[src/rtl/pmc_pkg.sv]
package pmc_pkg;

    // ****************************************************************
    // Register map and field layout
    // ****************************************************************
    localparam logic [7:0] PMC_OFF_CTRL      = 8'h00;
    localparam logic [7:0] PMC_OFF_AUX       = 8'h04;
    localparam int         CTRL_IDLE_BIT     = 7;
    localparam int         CTRL_FREQ_HI      = 6;
    localparam int         CTRL_FREQ_LO      = 4;
    localparam int         CTRL_PRUN_BIT     = 3;
    localparam int         CTRL_ISTB_BIT     = 2;
    localparam int         CTRL_SCS_HI       = 1;
    localparam int         CTRL_SCS_LO       = 0;
    localparam int         AUX_SECEN_BIT     = 0;
    localparam int         AUX_SECUP_BIT     = 1;

    // ****************************************************************
    // Encodings and timing counts
    // ****************************************************************
    localparam logic [1:0] SRC_PRI           = 2'h0;
    localparam logic [1:0] SRC_SEC           = 2'h1;
    localparam logic [1:0] SRC_INT           = 2'h2;
    localparam logic [2:0] FREQ_FAST         = 3'h7;
    localparam logic [2:0] FREQ_SLOW         = 3'h0;
    localparam int         PAUSE_TICKS_DOC   = 8;
    localparam logic [1:0] RESP_OKAY         = 2'h0;
    localparam logic [1:0] RESP_SLVERR       = 2'h2;

    typedef enum logic [1:0] {
        ST_ACTIVE = 2'b00,
        ST_PAUSE  = 2'b01,
        ST_SLEEP  = 2'b10
    } pmc_state_t;

    typedef struct packed {
        pmc_state_t  st;
        logic [1:0]  src;
        logic [1:0]  tgt;
        logic        idle_tgt;
        logic [3:0]  cnt;
        logic        cpu_en;
        logic        per_en;
        logic        want_pri;
        logic        wdt_rst;
        logic        idle;
        logic [2:0]  freq;
        logic [1:0]  scs;
        logic        sec_en;
        logic        prun;
        logic        istb;
        logic        secup;
        logic        fast_direct;
        logic        slow_sel;
        logic        awready;
        logic        aw_hold;
        logic [7:0]  awaddr;
        logic        wready;
        logic        w_hold;
        logic [31:0] wdata;
        logic [3:0]  wstrb;
        logic        bvalid;
        logic [1:0]  bresp;
        logic        arready;
        logic        rvalid;
        logic [31:0] rdata;
        logic [1:0]  rresp;
    } pmc_regs_t;

    // Frequency field resets to 000, so the slow select starts set
    localparam pmc_regs_t PMC_REGS_RST = '{
        st      : ST_ACTIVE,
        slow_sel: 1'b1,
        cpu_en  : 1'b1,
        per_en  : 1'b1,
        default : '0
    };

endpackage

[src/rtl/pmc_clock_modes.sv]
// Added by the designer: the AXI4-Lite slave port and the register offsets.
`timescale 1ns/10ps
// Overview of operation
// - Idle select decides CPU clocking, source select picks the clock source.
// - Source select 1x internal block, 01 secondary, 00 primary.
// - A new source select takes effect only at the power-down instruction.
// - Frequency code 111 fast direct, 110..001 divided, 000 slow source.
// - Sleep stops every clock, CPU and peripherals alike.
// - Run modes clock CPU and peripherals from the selected source.
// - Idle modes stop the CPU clock, peripherals stay clocked.
// - Power-down stops clocks next cycle, then counts eight new-source ticks.
// - Switch pause lasts seven to eight periods of the new clock.
// - Interrupt, reset or watchdog time-out returns to primary run.
// - A run mode may go to Sleep or same-source idle on power-down.
// - Outside primary run at most one source-status bit is set.
// - Primary running bit set only after start-up timer, primary supplying.
// - Internal stable bit set when stable fast source supplies the clock.
// - Secondary active bit set while secondary supplies the clock.
// - Slow source or unsettled fast source leaves all status bits clear.
// - Primary-internal config may show two bits; internal mode clears primary bit.
// - Power-down is a trigger for the selected mode, not plain Sleep.
// - Status bits read-only; power-on primary bit follows two-speed setting.
// - Watchdog wakes from idle, but resets the device in run modes.
// - Waking from idle runs the matching run mode until primary is ready.
module pmc_clock_modes
    import pmc_pkg::*;
#(
    parameter int PAUSE_TICKS = PAUSE_TICKS_DOC
) (
    input  wire logic        aclk,
    input  wire logic        aresetn,
    input  wire logic [7:0]  s_awaddr,
    input  wire logic        s_awvalid,
    output logic             s_awready,
    input  wire logic [31:0] s_wdata,
    input  wire logic [3:0]  s_wstrb,
    input  wire logic        s_wvalid,
    output logic             s_wready,
    output logic [1:0]       s_bresp,
    output logic             s_bvalid,
    input  wire logic        s_bready,
    input  wire logic [7:0]  s_araddr,
    input  wire logic        s_arvalid,
    output logic             s_arready,
    output logic [31:0]      s_rdata,
    output logic [1:0]       s_rresp,
    output logic             s_rvalid,
    input  wire logic        s_rready,
    input  wire logic        sleep_exec,
    input  wire logic        wake_irq,
    input  wire logic        wdt_timeout,
    input  wire logic        pri_tick,
    input  wire logic        sec_tick,
    input  wire logic        int_tick,
    input  wire logic        primary_ready,
    input  wire logic        fast_osc_stable,
    input  wire logic        two_speed_startup_cfg,
    input  wire logic        primary_is_internal,
    output logic             cpu_clk_en,
    output logic             periph_clk_en,
    output logic [1:0]       clk_src_sel,
    output logic [2:0]       int_freq_sel,
    output logic             int_fast_direct,
    output logic             int_slow_sel,
    output logic             wdt_reset,
    output logic             primary_clock_running,
    output logic             internal_osc_stable,
    output logic             secondary_osc_active
);

    // ****************************************************************
    // Parameter check
    // ****************************************************************
    if (PAUSE_TICKS < 1 || PAUSE_TICKS > 15) begin : g_bad_pause
        $error("PAUSE_TICKS must lie in 1..15");
    end

    localparam logic [3:0] LAST_TICK = 4'(PAUSE_TICKS - 1);

    pmc_regs_t r;
    pmc_regs_t n;
    logic      tgt_tick;
    logic      wake_any;
    logic [1:0] sel_src;

    assign tgt_tick = (r.tgt == SRC_PRI) ? pri_tick :
                      (r.tgt == SRC_SEC) ? sec_tick : int_tick;
    assign wake_any = wake_irq | wdt_timeout;
    assign sel_src  = r.scs[CTRL_SCS_HI] ? SRC_INT : r.scs;

    // ****************************************************************
    // Next-state logic
    // ****************************************************************
    always_comb begin
        n         = r;
        n.wdt_rst = 1'b0;

        // Write address and data are taken independently
        if (r.awready && s_awvalid) begin
            n.aw_hold = 1'b1;
            n.awaddr  = s_awaddr;
        end
        if (r.wready && s_wvalid) begin
            n.w_hold = 1'b1;
            n.wdata  = s_wdata;
            n.wstrb  = s_wstrb;
        end
        if (r.bvalid && s_bready) begin
            n.bvalid = 1'b0;
        end
        if (n.aw_hold && n.w_hold && !n.bvalid) begin
            n.aw_hold = 1'b0;
            n.w_hold  = 1'b0;
            n.bvalid  = 1'b1;
            n.bresp   = RESP_OKAY;
            case (n.awaddr[7:2])
                PMC_OFF_CTRL[7:2]: begin
                    if (n.wstrb[0]) begin
                        n.idle = n.wdata[CTRL_IDLE_BIT];
                        n.freq = n.wdata[CTRL_FREQ_HI:CTRL_FREQ_LO];
                        n.scs  = n.wdata[CTRL_SCS_HI:CTRL_SCS_LO];
                    end
                end
                PMC_OFF_AUX[7:2]: begin
                    if (n.wstrb[0]) begin
                        n.sec_en = n.wdata[AUX_SECEN_BIT];
                    end
                end
                default: begin
                    n.bresp = RESP_SLVERR;
                end
            endcase
        end
        // Bit 0 cannot stand while the secondary is off
        if (!n.sec_en) begin
            n.scs[CTRL_SCS_LO] = 1'b0;
        end
        n.awready = !n.aw_hold && !n.bvalid;
        n.wready  = !n.w_hold && !n.bvalid;

        // Single read in flight; data sampled at address acceptance
        if (r.rvalid && s_rready) begin
            n.rvalid = 1'b0;
        end
        if (r.arready && s_arvalid) begin
            n.rvalid = 1'b1;
            n.rresp  = RESP_OKAY;
            n.rdata  = '0;
            case (s_araddr[7:2])
                PMC_OFF_CTRL[7:2]: begin
                    n.rdata[CTRL_IDLE_BIT]              = r.idle;
                    n.rdata[CTRL_FREQ_HI:CTRL_FREQ_LO]  = r.freq;
                    n.rdata[CTRL_PRUN_BIT]              = r.prun;
                    n.rdata[CTRL_ISTB_BIT]              = r.istb;
                    n.rdata[CTRL_SCS_HI:CTRL_SCS_LO]    = r.scs;
                end
                PMC_OFF_AUX[7:2]: begin
                    n.rdata[AUX_SECEN_BIT] = r.sec_en;
                    n.rdata[AUX_SECUP_BIT] = r.secup;
                end
                default: begin
                    n.rresp = RESP_SLVERR;
                end
            endcase
        end
        n.arready = !n.rvalid;

        // ------------------------------------------------------------
        // Mode sequencer
        // ------------------------------------------------------------
        case (r.st)
            ST_ACTIVE: begin
                if (r.want_pri && primary_ready) begin
                    // Primary ready: switch back, control bits untouched
                    n.st       = ST_PAUSE;
                    n.tgt      = SRC_PRI;
                    n.idle_tgt = 1'b0;
                    n.cnt      = '0;
                    n.cpu_en   = 1'b0;
                    n.per_en   = 1'b0;
                    n.want_pri = 1'b0;
                end else if (!r.cpu_en && wake_any) begin
                    // CPU resumes on the idle source first
                    n.cpu_en   = 1'b1;
                    n.want_pri = (r.src != SRC_PRI);
                end else if (r.cpu_en && wdt_timeout) begin
                    // Watchdog in a run mode resets
                    n.wdt_rst = 1'b1;
                end else if (r.cpu_en && wake_irq && r.src != SRC_PRI) begin
                    // Interrupt leaves a run mode for primary
                    n.want_pri = 1'b1;
                end else if (r.cpu_en && sleep_exec) begin
                    // Mode comes from the control bits
                    if (!r.idle && r.scs == SRC_PRI) begin
                        n.st     = ST_SLEEP;
                        n.cpu_en = 1'b0;
                        n.per_en = 1'b0;
                    end else if (sel_src == r.src) begin
                        // Same source: no switch, only CPU gate
                        n.cpu_en = !r.idle;
                    end else begin
                        // Clocks stop on the next cycle
                        n.st       = ST_PAUSE;
                        n.tgt      = sel_src;
                        n.idle_tgt = r.idle;
                        n.cnt      = '0;
                        n.cpu_en   = 1'b0;
                        n.per_en   = 1'b0;
                    end
                end
            end
            ST_PAUSE: begin
                // Tick phase is free, so 7 to 8 periods elapse
                if (tgt_tick) begin
                    if (r.cnt == LAST_TICK) begin
                        n.st     = ST_ACTIVE;
                        n.src    = r.tgt;
                        n.per_en = 1'b1;
                        n.cpu_en = !r.idle_tgt;
                    end else begin
                        n.cnt = r.cnt + 4'h1;
                    end
                end
            end
            ST_SLEEP: begin
                // Sleep always wakes to primary run
                if (wake_any) begin
                    n.st       = ST_PAUSE;
                    n.tgt      = SRC_PRI;
                    n.idle_tgt = 1'b0;
                    n.cnt      = '0;
                end
            end
            default: begin
                n.st = ST_ACTIVE;
            end
        endcase

        n.fast_direct = (n.freq == FREQ_FAST);
        n.slow_sel    = (n.freq == FREQ_SLOW);

        // ------------------------------------------------------------
        // Source status, only while a source really clocks
        // ------------------------------------------------------------
        // Primary bit waits for the start-up timer
        // Without two-speed start the primary is ready at power-on
        n.prun  = (n.st == ST_ACTIVE) && (n.src == SRC_PRI) &&
                  (primary_ready || !two_speed_startup_cfg);
        n.istb  = (n.st == ST_ACTIVE) && fast_osc_stable &&
                  ((n.src == SRC_INT && !n.slow_sel) ||
                   (n.src == SRC_PRI && primary_is_internal));
        n.secup = (n.st == ST_ACTIVE) && (n.src == SRC_SEC);
    end

    always_ff @(posedge aclk) begin
        if (!aresetn) begin
            r <= PMC_REGS_RST;
        end else begin
            r <= n;
        end
    end

    // ****************************************************************
    // Outputs
    // ****************************************************************
    assign s_awready             = r.awready;
    assign s_wready              = r.wready;
    assign s_bvalid              = r.bvalid;
    assign s_bresp               = r.bresp;
    assign s_arready             = r.arready;
    assign s_rvalid              = r.rvalid;
    assign s_rdata               = r.rdata;
    assign s_rresp               = r.rresp;
    assign cpu_clk_en            = r.cpu_en;
    assign periph_clk_en         = r.per_en;
    assign clk_src_sel           = r.src;
    assign int_freq_sel          = r.freq;
    assign int_fast_direct       = r.fast_direct;
    assign int_slow_sel          = r.slow_sel;
    assign wdt_reset             = r.wdt_rst;
    assign primary_clock_running = r.prun;
    assign internal_osc_stable   = r.istb;
    assign secondary_osc_active  = r.secup;
endmodule

[config.mk]
export PLATFORM = sky130hd
export DESIGN_NAME = pmc_clock_modes
export DESIGN_NICKNAME = d
export VERILOG_FILES = /design/src/rtl/pmc_pkg.sv /design/src/rtl/pmc_clock_modes.sv
export SDC_FILE = /design/constraint.sdc
export NUM_CORES = 1
export LEC_CHECK = 0
export BUFFER_PORTS_ARGS = -buffer_cell sky130_fd_sc_hd__clkbuf_2
export CORE_UTILIZATION = 51
export CTS_CLUSTER_DIAMETER = 120
export DETAILED_ROUTE_END_ITERATION = 10
export PLACE_DENSITY = 0.85
export SETUP_SLACK_MARGIN = 0.1
export SYNTH_ARGS = -nofsm -noshare
export SYNTH_HDL_FRONTEND = slang
export SYNTH_SLANG_ARGS = --single-unit
[constraint.sdc]
create_clock -name aclk -period 3.8 [get_ports aclk]
set_input_delay 0.19 -clock aclk [delete_from_list [all_inputs] [get_ports aclk]]
set_output_delay 0.19 -clock aclk [all_outputs]
set_load 0.01 [all_outputs]
======== After elaboration in Yosys (flattened, before gate mapping) ========
Cells that the tools add are included.
storage, ports and cells
  output and inout bits ................... 54
  bits in registers ....................... 90
  logic and storage cells ................. 176
  input port bits ......................... 69
cells by class
  mux-type cells .......................... 54
  $add $sub $neg .......................... 1
  equal/unequal tests ..................... 25
  bitwise logic cells ..................... 3
  reductions and logical operators ........ 58
operators by type and width
  kind                  count
  $mux W37              1
  $mux W35              1
  $mux W2               14
  $mux W7               4
  $mux W9               3
  $logic_and A1 B1 Y1   23
  $ne A3 B3 Y1 const B  7
  $mux W10              2
  $mux W6               3
  $ne A4 B4 Y1 const B  4
  $reduce_and A8 Y1     2
  $mux W1               15
  $eq A6 B1 Y1 const B  2
  $logic_not A6 Y1      2
  $mux W4               3
  $pmux W4 S3           1
  $logic_not A1 Y1      10
  $logic_not A2 Y1      5
  $mux W5               2
  $reduce_and A10 Y1    1
  $ne A2 B2 Y1 const B  4
  $pmux W2 S2           2
  $eq A2 B1 Y1 const B  3
  $pmux W2 S3           1
  18 further kinds      26

======== Depth between registers and ports, before layout ========
Gate-level depths: netlist (run 1).
  depth after elaboration ................. 13
  gate-level depth with buffers ........... 7
  gate-level depth less buffers ........... 7

======== Worst setup path before layout (run 1) ========
Ideal clock, no wire load.
  path kind ............................... register to register
  start ................................... register r, in the netlist s_awready
  end ..................................... register r[93] (netlist name)
  path slack .............................. 1.995 ns
  setup time .............................. 0.128 ns
  period minus slack after synthesis ...... 1.805 ns
  stages on the path, launching flop included .. 8
  path buffers ............................ 1
  required time ........................... 3.672 ns
  data arrival time ....................... 1.678 ns
  path through ............................ dfxtp_1 > and2_4 > buf_12 > nand3_4 > a211oi_1 > mux2_2 > a22oi_1 > nor2_1
on the way
  word-level cells in the longest chain between the ends .. 6
  elaborated cells between the ends (all ways) .. 10
  classes of those cells .................. eq/ne: 1; mux: 3; reduce/logical: 6
RTL lines
  element                                                     RTL line                                        text
  from (decl)                                                 pmc_clock_modes.sv:80                           pmc_regs_t r;
  from (signal assigned)                                      pmc_clock_modes.sv:259                          r <= n;
  $logic_and A1 B1 Y1 *                                       pmc_clock_modes.sv:99                           if (r.awready && s_awvalid) begin
  $mux W9 *                                                   pmc_clock_modes.sv:99
  $eq A6 B1 Y1 / $logic_and A1 B1 Y1 (equally long branches)  pmc_clock_modes.sv:116, pmc_clock_modes.sv:111
  $mux W1 / $logic_and A1 B1 Y1 (equally long branches)       pmc_clock_modes.sv:116, pmc_clock_modes.sv:111
  $mux W6                                                     pmc_clock_modes.sv:111                          if (n.aw_hold && n.w_hold && !n.bvalid) begin
  $reduce_and A2 Y1 (no source line)                          --
Every way passes the cells marked *; elsewhere a longest branch is shown, timed or not.
A chain may end at the register's enable or synchronous reset.

======== Worst setup path in the final report (run 1) ========
  start ................................... register r[108] (netlist name)
  end ..................................... register r, in the netlist primary_clock_running
on the way
  word-level cells in the longest chain between the ends .. 8
  elaborated cells between the ends (all ways) .. 12
  classes of those cells .................. eq/ne: 1; mux: 6; reduce/logical: 5
RTL lines
  element                                        RTL line                text
  $eq A2 B1 Y1                                   pmc_clock_modes.sv:87   (r.tgt == SRC_SEC) ? sec_tick : int_tick;
  $mux W1                                        pmc_clock_modes.sv:87
  $mux W1                                        pmc_clock_modes.sv:86   assign tgt_tick = (r.tgt == SRC_PRI) ? pri_tick :
  $mux W4 *                                      pmc_clock_modes.sv:214  if (tgt_tick) begin
  $pmux W2 S3 / $mux W2 (equally long branches)  pmc_clock_modes.sv:171  case (r.st)
  $logic_not A2 Y1                               pmc_clock_modes.sv:247  n.prun = (n.st == ST_ACTIVE) && (n.src == SRC_PRI) &&
  $logic_and A1 B1 Y1 * (2 in a row)             pmc_clock_modes.sv:247
Marked as above.

==> reports/qor.json, run 1 <==
{
  "critical_path_required_ps": 4030,
  "clock_skew_ps": 9.45,
  "timing_max_transition_violations_final": 0,
  "route.detailed.wl_per_inst_um": 13.0,
  "clk_pin_slew_worst_paths_ps": 70,
  "synth_top_flop_cell": "sky130_fd_sc_hd__dfxtp_1",
  "internal_cell_power_mw": 1.17,
  "fp.dieArea_mm2": 0.00593,
  "timing.final.crit_period_ps": 2240,
  "syn_area_mm2": 0.00287,
  "grt_pass1_wl_um": 9890,
  "crit_fanout": 4,
  "slew_headroom": 0.385,
  "antenna_left": 0,
  "postCtsSetupRepairBufs": 0,
  "grt_use_total": 0.211,
  "numCtsBuffers": 9,
  "place.detailed.hpwl_um": 4270,
  "totalPowerFinal_mw": 1.59,
  "instances_no_fill": 458,
  "areaGrowthSynthToFinish_pct": 12.6,
  "yosys-top-cells-area": "sky130_fd_sc_hd__dfxtp_1 40%, sky130_fd_sc_hd__buf_4 11%, sky130_fd_sc_hd__nor2_1 6.3%, sky130_fd_sc_hd__mux2i_1 5.6%, sky130_fd_sc_hd__a21oi_1 4.4%",
  "timing.fmax_mhz": 447,
  "synth-warning-count": 0,
  "cp_data_arrival_time_ps": 2470,
  "startpoint_type_of_the_worst_setup_path": "flop",
  "nets": 454,
  "number_of_placed_cells_counting_well_taps": 443,
  "finalCritPeriodShare": 0.589,
  "clock-root-buffer": "sky130_fd_sc_hd__clkbuf_8",
  "drt-vias-per-instance": 5.24,
  "pre_cts_slack_ps": 1620,
  "synthDominantCellAreaShare": 0.398,
  "timing.hold.worst.class": "input pin to flop",
  "yosysUniqueCellTypes": 52,
  "slowest_delay_ps": 410,
  "clock_latency_ps": 330,
  "cts_tree": "yes",
  "cts_buffer_depth": 2,
  "chipWidth_um": 77.0,
  "placement.io_buffers": 63,
  "num_antenna_cells": 0,
  "row_count": 26,
  "via_count_of_the_first_global_routing_pass": 2271,
  "grt_max_degree": 30,
  "hold_viol": 0,
  "power_density_mw_per_mm2": 493,
  "critical-path-top-cell-by-count": "sky130_fd_sc_hd__mux2i_1",
  "totalNegativeSetupSlack_ps": 0,
  "detailedRoute.firstIterationViolations": 156,
  "share_of_power_burned_in_registers": 0.422,
  "grt_remaining_overflow": 0,
  "netSwitchingFraction": 0.269,
  "tightestPinTransition_ps": 921,
  "cts.htree.levels": 3,
  "dr_total_vias": 2400,
  "postSynthAreaPerCell_um2": 8.54,
  "number_of_enable_flip_flop_cells_after_synthesis": 0,
  "drt_wl_total_um": 5950,
  "detail_route.first_pass.iterations": 4,
  "drv.max_cap_violation_count": 0,
  "power.switching_uw": 429,
  "cts_resized": 0,
  "start_util": 0.544,
  "cts_hold_buf": 0,
  "ys_seq_elements": 57,
  "syn_inst": 336,
  "setup.worst_path.end_class": "flop",
  "crit_type": "flop to flop",
  "fp.coreArea_mm2": 0.00527,
  "peak_vdd_ir_mv": 0.213,
  "io_pins": 123,
  "r2r_setup_slack_ps": 1560,
  "slowest_stage": "sky130_fd_sc_hd__dfxtp_1",
  "yosys.area.top_type": "sky130_fd_sc_hd__dfxtp_1",
  "dieHeight_um": 77.0,
  "power.static_leakage_nw": 1.35,
  "power.clock.fraction": 0.406,
  "tritoncts_sinks": 57,
  "combinationalPowerShare": 0.172,
  "drc_errors": 0,
  "report.final.setup_viol": 0,
  "seq_area_frac_synth": 0.398,
  "async_flop_share": 0,
  "drive_above_1_share": 0.250,
  "critical_path.cell_chain": "mux2_2, mux2i_1, nand2b_2, mux2i_1, o21ai_0, nor3_1",
  "routabilityCongestion": 0.856,
  "rsz0062_at_grt": "false",
  "postLayoutSetupSlackWorst_ps": 1560,
  "initial_antenna_violation_count": 0,
  "outcome": "finished clean"
}
==> Yosys cell counts (all sizes together) (2+ instances only) <==
| library cell | instances |
|---|---|
| dfxtp | 57 |
| nor2 | 49 |
| buf | 45 |
| nand2 | 31 |
| a21oi | 25 |
| mux2i | 16 |
| o21ai | 14 |
| nand3 | 12 |
| nor3 | 12 |
| a211oi | 9 |
| clkbuf | 8 |
| a22oi | 7 |
| and2 | 6 |
| and3 | 5 |
| nand2b | 5 |
| inv | 3 |
| mux2 | 3 |
| nor3b | 3 |
| a31oi | 2 |
| nand3b | 2 |
| nor2b | 2 |
| nor4 | 2 |
| o22ai | 2 |
| o31ai | 2 |
==> final cells by class <==
| class | instances | area (um2) |
|---|---|---|
| Tap cell | 70 | 87.6 |
| Sequential cell | 57 | 1140 |
| Clock buffer | 13 | 169 |
| Clock inverter | 2 | 60.1 |
| Timing Repair Buffer | 65 | 330 |
| Inverter | 3 | 11.3 |
| Multi-Input combinational cell | 248 | 1430 |
| Fill cell | 455 | 2040 |
==> kinds of logic (layout without fill, tap and decap cells) <==
family	after synthesis	after routing	synth area share
AND/OR/NAND/NOR	132	132	0.225
AO/OA/AOI/OAI	70	70	0.169
flip-flops	57	57	0.398
buffers and inverters	56	83	0.136
multiplexers	19	19	0.0676
adder cells (fa/ha/maj)	1	1	0.00436
other	1	26	0.00131
==> cell usage in the layout, fill, tap and decap left out, drive strengths merged, types with 2 or more instances in the layout <==
| cell type | n |
|---|---|
| a211oi | 9 |
| a21oi | 25 |
| a22oi | 7 |
| a31oi | 2 |
| and2 | 6 |
| and3 | 5 |
| buf | 2 |
| bufinv | 2 |
| clkbuf | 76 |
| conb | 26 |
| dfxtp | 57 |
| inv | 3 |
| mux2 | 3 |
| mux2i | 16 |
| nand2 | 31 |
| nand2b | 5 |
| nand3 | 12 |
| nand3b | 2 |
| nor2 | 49 |
| nor2b | 2 |
| nor3 | 12 |
| nor3b | 3 |
| nor4 | 2 |
| o21ai | 14 |
| o22ai | 2 |
| o31ai | 2 |
==> critical path: cells and delay by family (launching register included) <==
family | cells | cell delay, ps
mux | 3 | 1050
flops | 1 | 410
compound gates | 1 | 170
simple gates | 2 | 510
==> registers in the layout (all words and copies together), names as in the netlist, 2 cells and up <==
name          flops
r                29
int_freq_sel      3
clk_src_sel       2
s_rdata           8
==> layer usage <==
metal / up-vias / GRT usage / routed length [um]
met5: - / 0 / 0
met4: 0 / 0.115 / 150
met1: 1076 / 0.239 / 2530
met2: 96 / 0.366 / 2880
li1: 1209 / - / -
met3: 19 / 0.0464 / 384
==> through the flow <==
| stage | instance area (um2) | hold WS [ps] | utilization |
|---|---|---|---|
| after floorplan | 2960 | 314 | - |
| after global placement | 3000 | 408 | 0.570 |
| after detailed placement | 3000 | 427 | 0.570 |
| after CTS | 3230 | 74.8 | 0.613 |
| after global routing | 3230 | 73.0 | 0.613 |
| final | 3230 | 78.4 | 0.613 |
==> power by group through the flow <==
stage / logic, mW / clock network (mW) / registers [mW]
floorplan: 0.219 / 0 / 0.682
global placement: 0.264 / 0 / 0.684
detailed placement: 0.270 / 0 / 0.684
CTS: 0.273 / 0.652 / 0.672
global route: 0.306 / 0.683 / 0.677
finish: 0.275 / 0.647 / 0.673
==> final timing paths <==
| check | from | to | depth (start not counted) |
|---|---|---|---|
| worst min register to register | r[84] | r[84] | 2 |
| worst max register to register | r[108] | primary_clock_running | 6 |
| worst min-delay path | fast_osc_stable | internal_osc_stable | 3 |
| worst max-delay path | r[108] | primary_clock_running | 6 |
Power figures use the tool's default switching activity.
==> run 2: changes to the inputs <==
--- a/config.mk
+++ b/config.mk
@@ -6,10 +6,10 @@
 export NUM_CORES = 1
 export LEC_CHECK = 0
 export BUFFER_PORTS_ARGS = -buffer_cell sky130_fd_sc_hd__clkbuf_2
-export CORE_UTILIZATION = 51
+export CORE_UTILIZATION = 43
 export CTS_CLUSTER_DIAMETER = 120
 export DETAILED_ROUTE_END_ITERATION = 10
-export PLACE_DENSITY = 0.85
+export PLACE_DENSITY = 0.76
 export SETUP_SLACK_MARGIN = 0.1
 export SYNTH_ARGS = -nofsm -noshare
 export SYNTH_HDL_FRONTEND = slang
==> constraint.sdc (replaced) <==
create_clock -name aclk -period 1.8 [get_ports aclk]
set_input_delay 0.09 -clock aclk [delete_from_list [all_inputs] [get_ports aclk]]
set_output_delay 0.09 -clock aclk [all_outputs]
set_load 0.01 [all_outputs]
==> reports/qor.json, run 2 (same netlist as run 1, synthesis figures left out) <==
{
  "row_count": 29,
  "crit_fanout": 5,
  "timing.fmax_mhz": 557,
  "fp.dieArea_mm2": 0.00700,
  "clock-root-buffer": "sky130_fd_sc_hd__clkbuf_8",
  "totalPowerFinal_mw": 3.32,
  "io_pins": 123,
  "chipWidth_um": 83.7,
  "antenna_left": 0,
  "dieHeight_um": 83.7,
  "critical-path-top-cell-by-count": "sky130_fd_sc_hd__o31ai_4",
  "timing.critical_path.from": "r[93]",
  "outcome": "finished clean",
  "drt_wl_total_um": 6820,
  "clk_pin_slew_worst_paths_ps": 70,
  "fp.coreArea_mm2": 0.00639,
  "clock_latency_ps": 340,
  "detailedRoute.firstIterationViolations": 171,
  "tritoncts_sinks": 57,
  "drt-vias-per-instance": 5.22,
  "rsz0062_at_grt": "true",
  "grt_pass1_wl_um": 10800,
  "drive_above_1_share": 0.363,
  "clock_skew_ps": 11.5,
  "r2r_setup_slack_ps": 6,
  "timing.hold.worst.class": "input pin to flop",
  "setup.worst_path.end_class": "flop",
  "grt_max_degree": 30,
  "numCtsBuffers": 9,
  "startpoint_type_of_the_worst_setup_path": "flop",
  "power_density_mw_per_mm2": 904,
  "totalNegativeSetupSlack_ps": 0,
  "worstSetupPathDepth": 6,
  "nets": 484,
  "crit_type": "flop to flop",
  "placement.io_buffers": 63,
  "timing_max_transition_violations_final": 0,
  "place.detailed.hpwl_um": 4750,
  "critical_path.cell_chain": "nor2_1, a221o_1, o31ai_4, o31ai_4, nor2_4, mux2i_1",
  "critical_path.endpoint": "r[109]",
  "critical_path_required_ps": 2070,
  "cts.htree.levels": 3,
  "drv.max_cap_violation_count": 0,
  "grt_use_total": 0.192,
  "slowest_stage": "sky130_fd_sc_hd__dfxtp_1",
  "detail_route.first_pass.iterations": 4,
  "r2r.worst_path.cells": 6,
  "timing.critical_path.buf_inv": 0,
  "route.detailed.wl_per_inst_um": 13.8,
  "drc_errors": 0,
  "finalCritPeriodShare": 0.997,
  "largest_register_ff_count": 29,
  "reg_to_reg_end": "r[109]",
  "cts_buffer_depth": 2,
  "slowest_delay_ps": 420,
  "cp_data_arrival_time_ps": 2060,
  "layout_commonest_cell": "sky130_fd_sc_hd__clkbuf_2",
  "hold_viol": 0,
  "peak_vdd_ir_mv": 0.474,
  "initial_antenna_violation_count": 0,
  "report.final.setup_viol": 0,
  "power.static_leakage_nw": 1.54,
  "layout.cells.most_common_list": "63 x sky130_fd_sc_hd__clkbuf_2, 51 x sky130_fd_sc_hd__dfxtp_1, 40 x sky130_fd_sc_hd__nor2_1",
  "num_antenna_cells": 0,
  "via_count_of_the_first_global_routing_pass": 2454,
  "dr_total_vias": 2591,
  "cts_tree": "yes",
  "routabilityCongestion": 0.878,
  "timing.final.crit_period_ps": 1790,
  "areaGrowthSynthToFinish_pct": 28.0,
  "start_util": 0.449,
  "grt_remaining_overflow": 0,
  "registers.top_by_ff_count": "r",
  "timing.critical_path.max_delay_family": "compound AO/OA/AOI/OAI gates",
  "origin_of_the_critical_flop_to_flop_path": "r[93]"
}
-- run 2: cell types whose count changed in the layout (fill, tap and decap cells not counted), moves of 4 or more --
cell                            delta
sky130_fd_sc_hd__dfxtp_1           -6
sky130_fd_sc_hd__buf_4            +21
sky130_fd_sc_hd__nor2_4            +5
sky130_fd_sc_hd__dlygate4sd3_1     +4
sky130_fd_sc_hd__nor2_1            -8
-- run 2: worst register-to-register path, stage by stage, from the launching register on --
cell	delay, ps
sky130_fd_sc_hd__dfxtp_1	420
sky130_fd_sc_hd__nor2_1	70
sky130_fd_sc_hd__a221o_1	400
sky130_fd_sc_hd__o31ai_4	310
sky130_fd_sc_hd__o31ai_4	160
sky130_fd_sc_hd__nor2_4	160
sky130_fd_sc_hd__mux2i_1	210
-- run 2: worst min path at each step --
| stage | endpoint | cells past startpoint | start |
|---|---|---|---|
| 2_1_floorplan | internal_osc_stable | 2 | fast_osc_stable |
| 3_3_place_gp | internal_osc_stable | 3 | fast_osc_stable |
| 3_5_place_dp | internal_osc_stable | 3 | fast_osc_stable |
| 4_1_cts | r[80] | 3 | s_awaddr[3] |
| 5_1_grt | r[80] | 3 | s_awaddr[3] |
| 6_report | r[82] | 3 | s_awaddr[5] |
-- run 2: routing by layer --
metal	part of all wire	wire length (um)	track usage
met4	0.018	122	0.0801
met3	0.056	379	0.0544
met5	0	0	0
met1	0.43	2900	0.225
met2	0.50	3420	0.330
-- run 2: report_power, final --
group / switching (mW) / internal [mW] / leakage, nW
combinational: 0.416 / 0.311 / 0.976
clock: 0.511 / 0.671 / 0.0953
sequential: 0.0719 / 1.34 / 0.467
total: 0.999 / 2.32 / 1.54
-- run 2: what timing repair did --
| action | CTS | global route |
|---|---|---|
| pin swaps | 5 | 18 |
| endpoints found under the setup margin | 18 | 20 |
| hold buffers | 4 | 0 |
| gates cloned | 0 | 1 |
| hold endpoints to repair | 4 | 0 |
| setup buffers | 4 | 3 |
| gates resized for setup | 15 | 34 |
-- run 2: layout make-up --
type                            count  area [um2]
Fill cell                         565        2710
Multi-Input combinational cell    248        1600
Sequential cell                    57        1160
Timing Repair Buffer               95         616
Clock buffer                       11         141
Tap cell                           77        96.3
Clock inverter                      5        55.1
Inverter                            3        11.3
-- run 2: through the flow --
| stage | instance area [um2] | cells | hold slack (ps) | utilization | setup WS [ps] |
|---|---|---|---|---|---|
| floorplan | 2970 | 361 | 214 | - | 106 |
| detailed placement | 3170 | 468 | 306 | 0.496 | -73.2 |
| finish | 3670 | 496 | 14.8 | 0.575 | 5.70 |
| global placement | 3170 | 468 | 312 | 0.496 | 1.87 |
| global route | 3670 | 496 | 3.96 | 0.575 | -64.2 |
| CTS | 3500 | 492 | 2.94 | 0.548 | 47.3 |
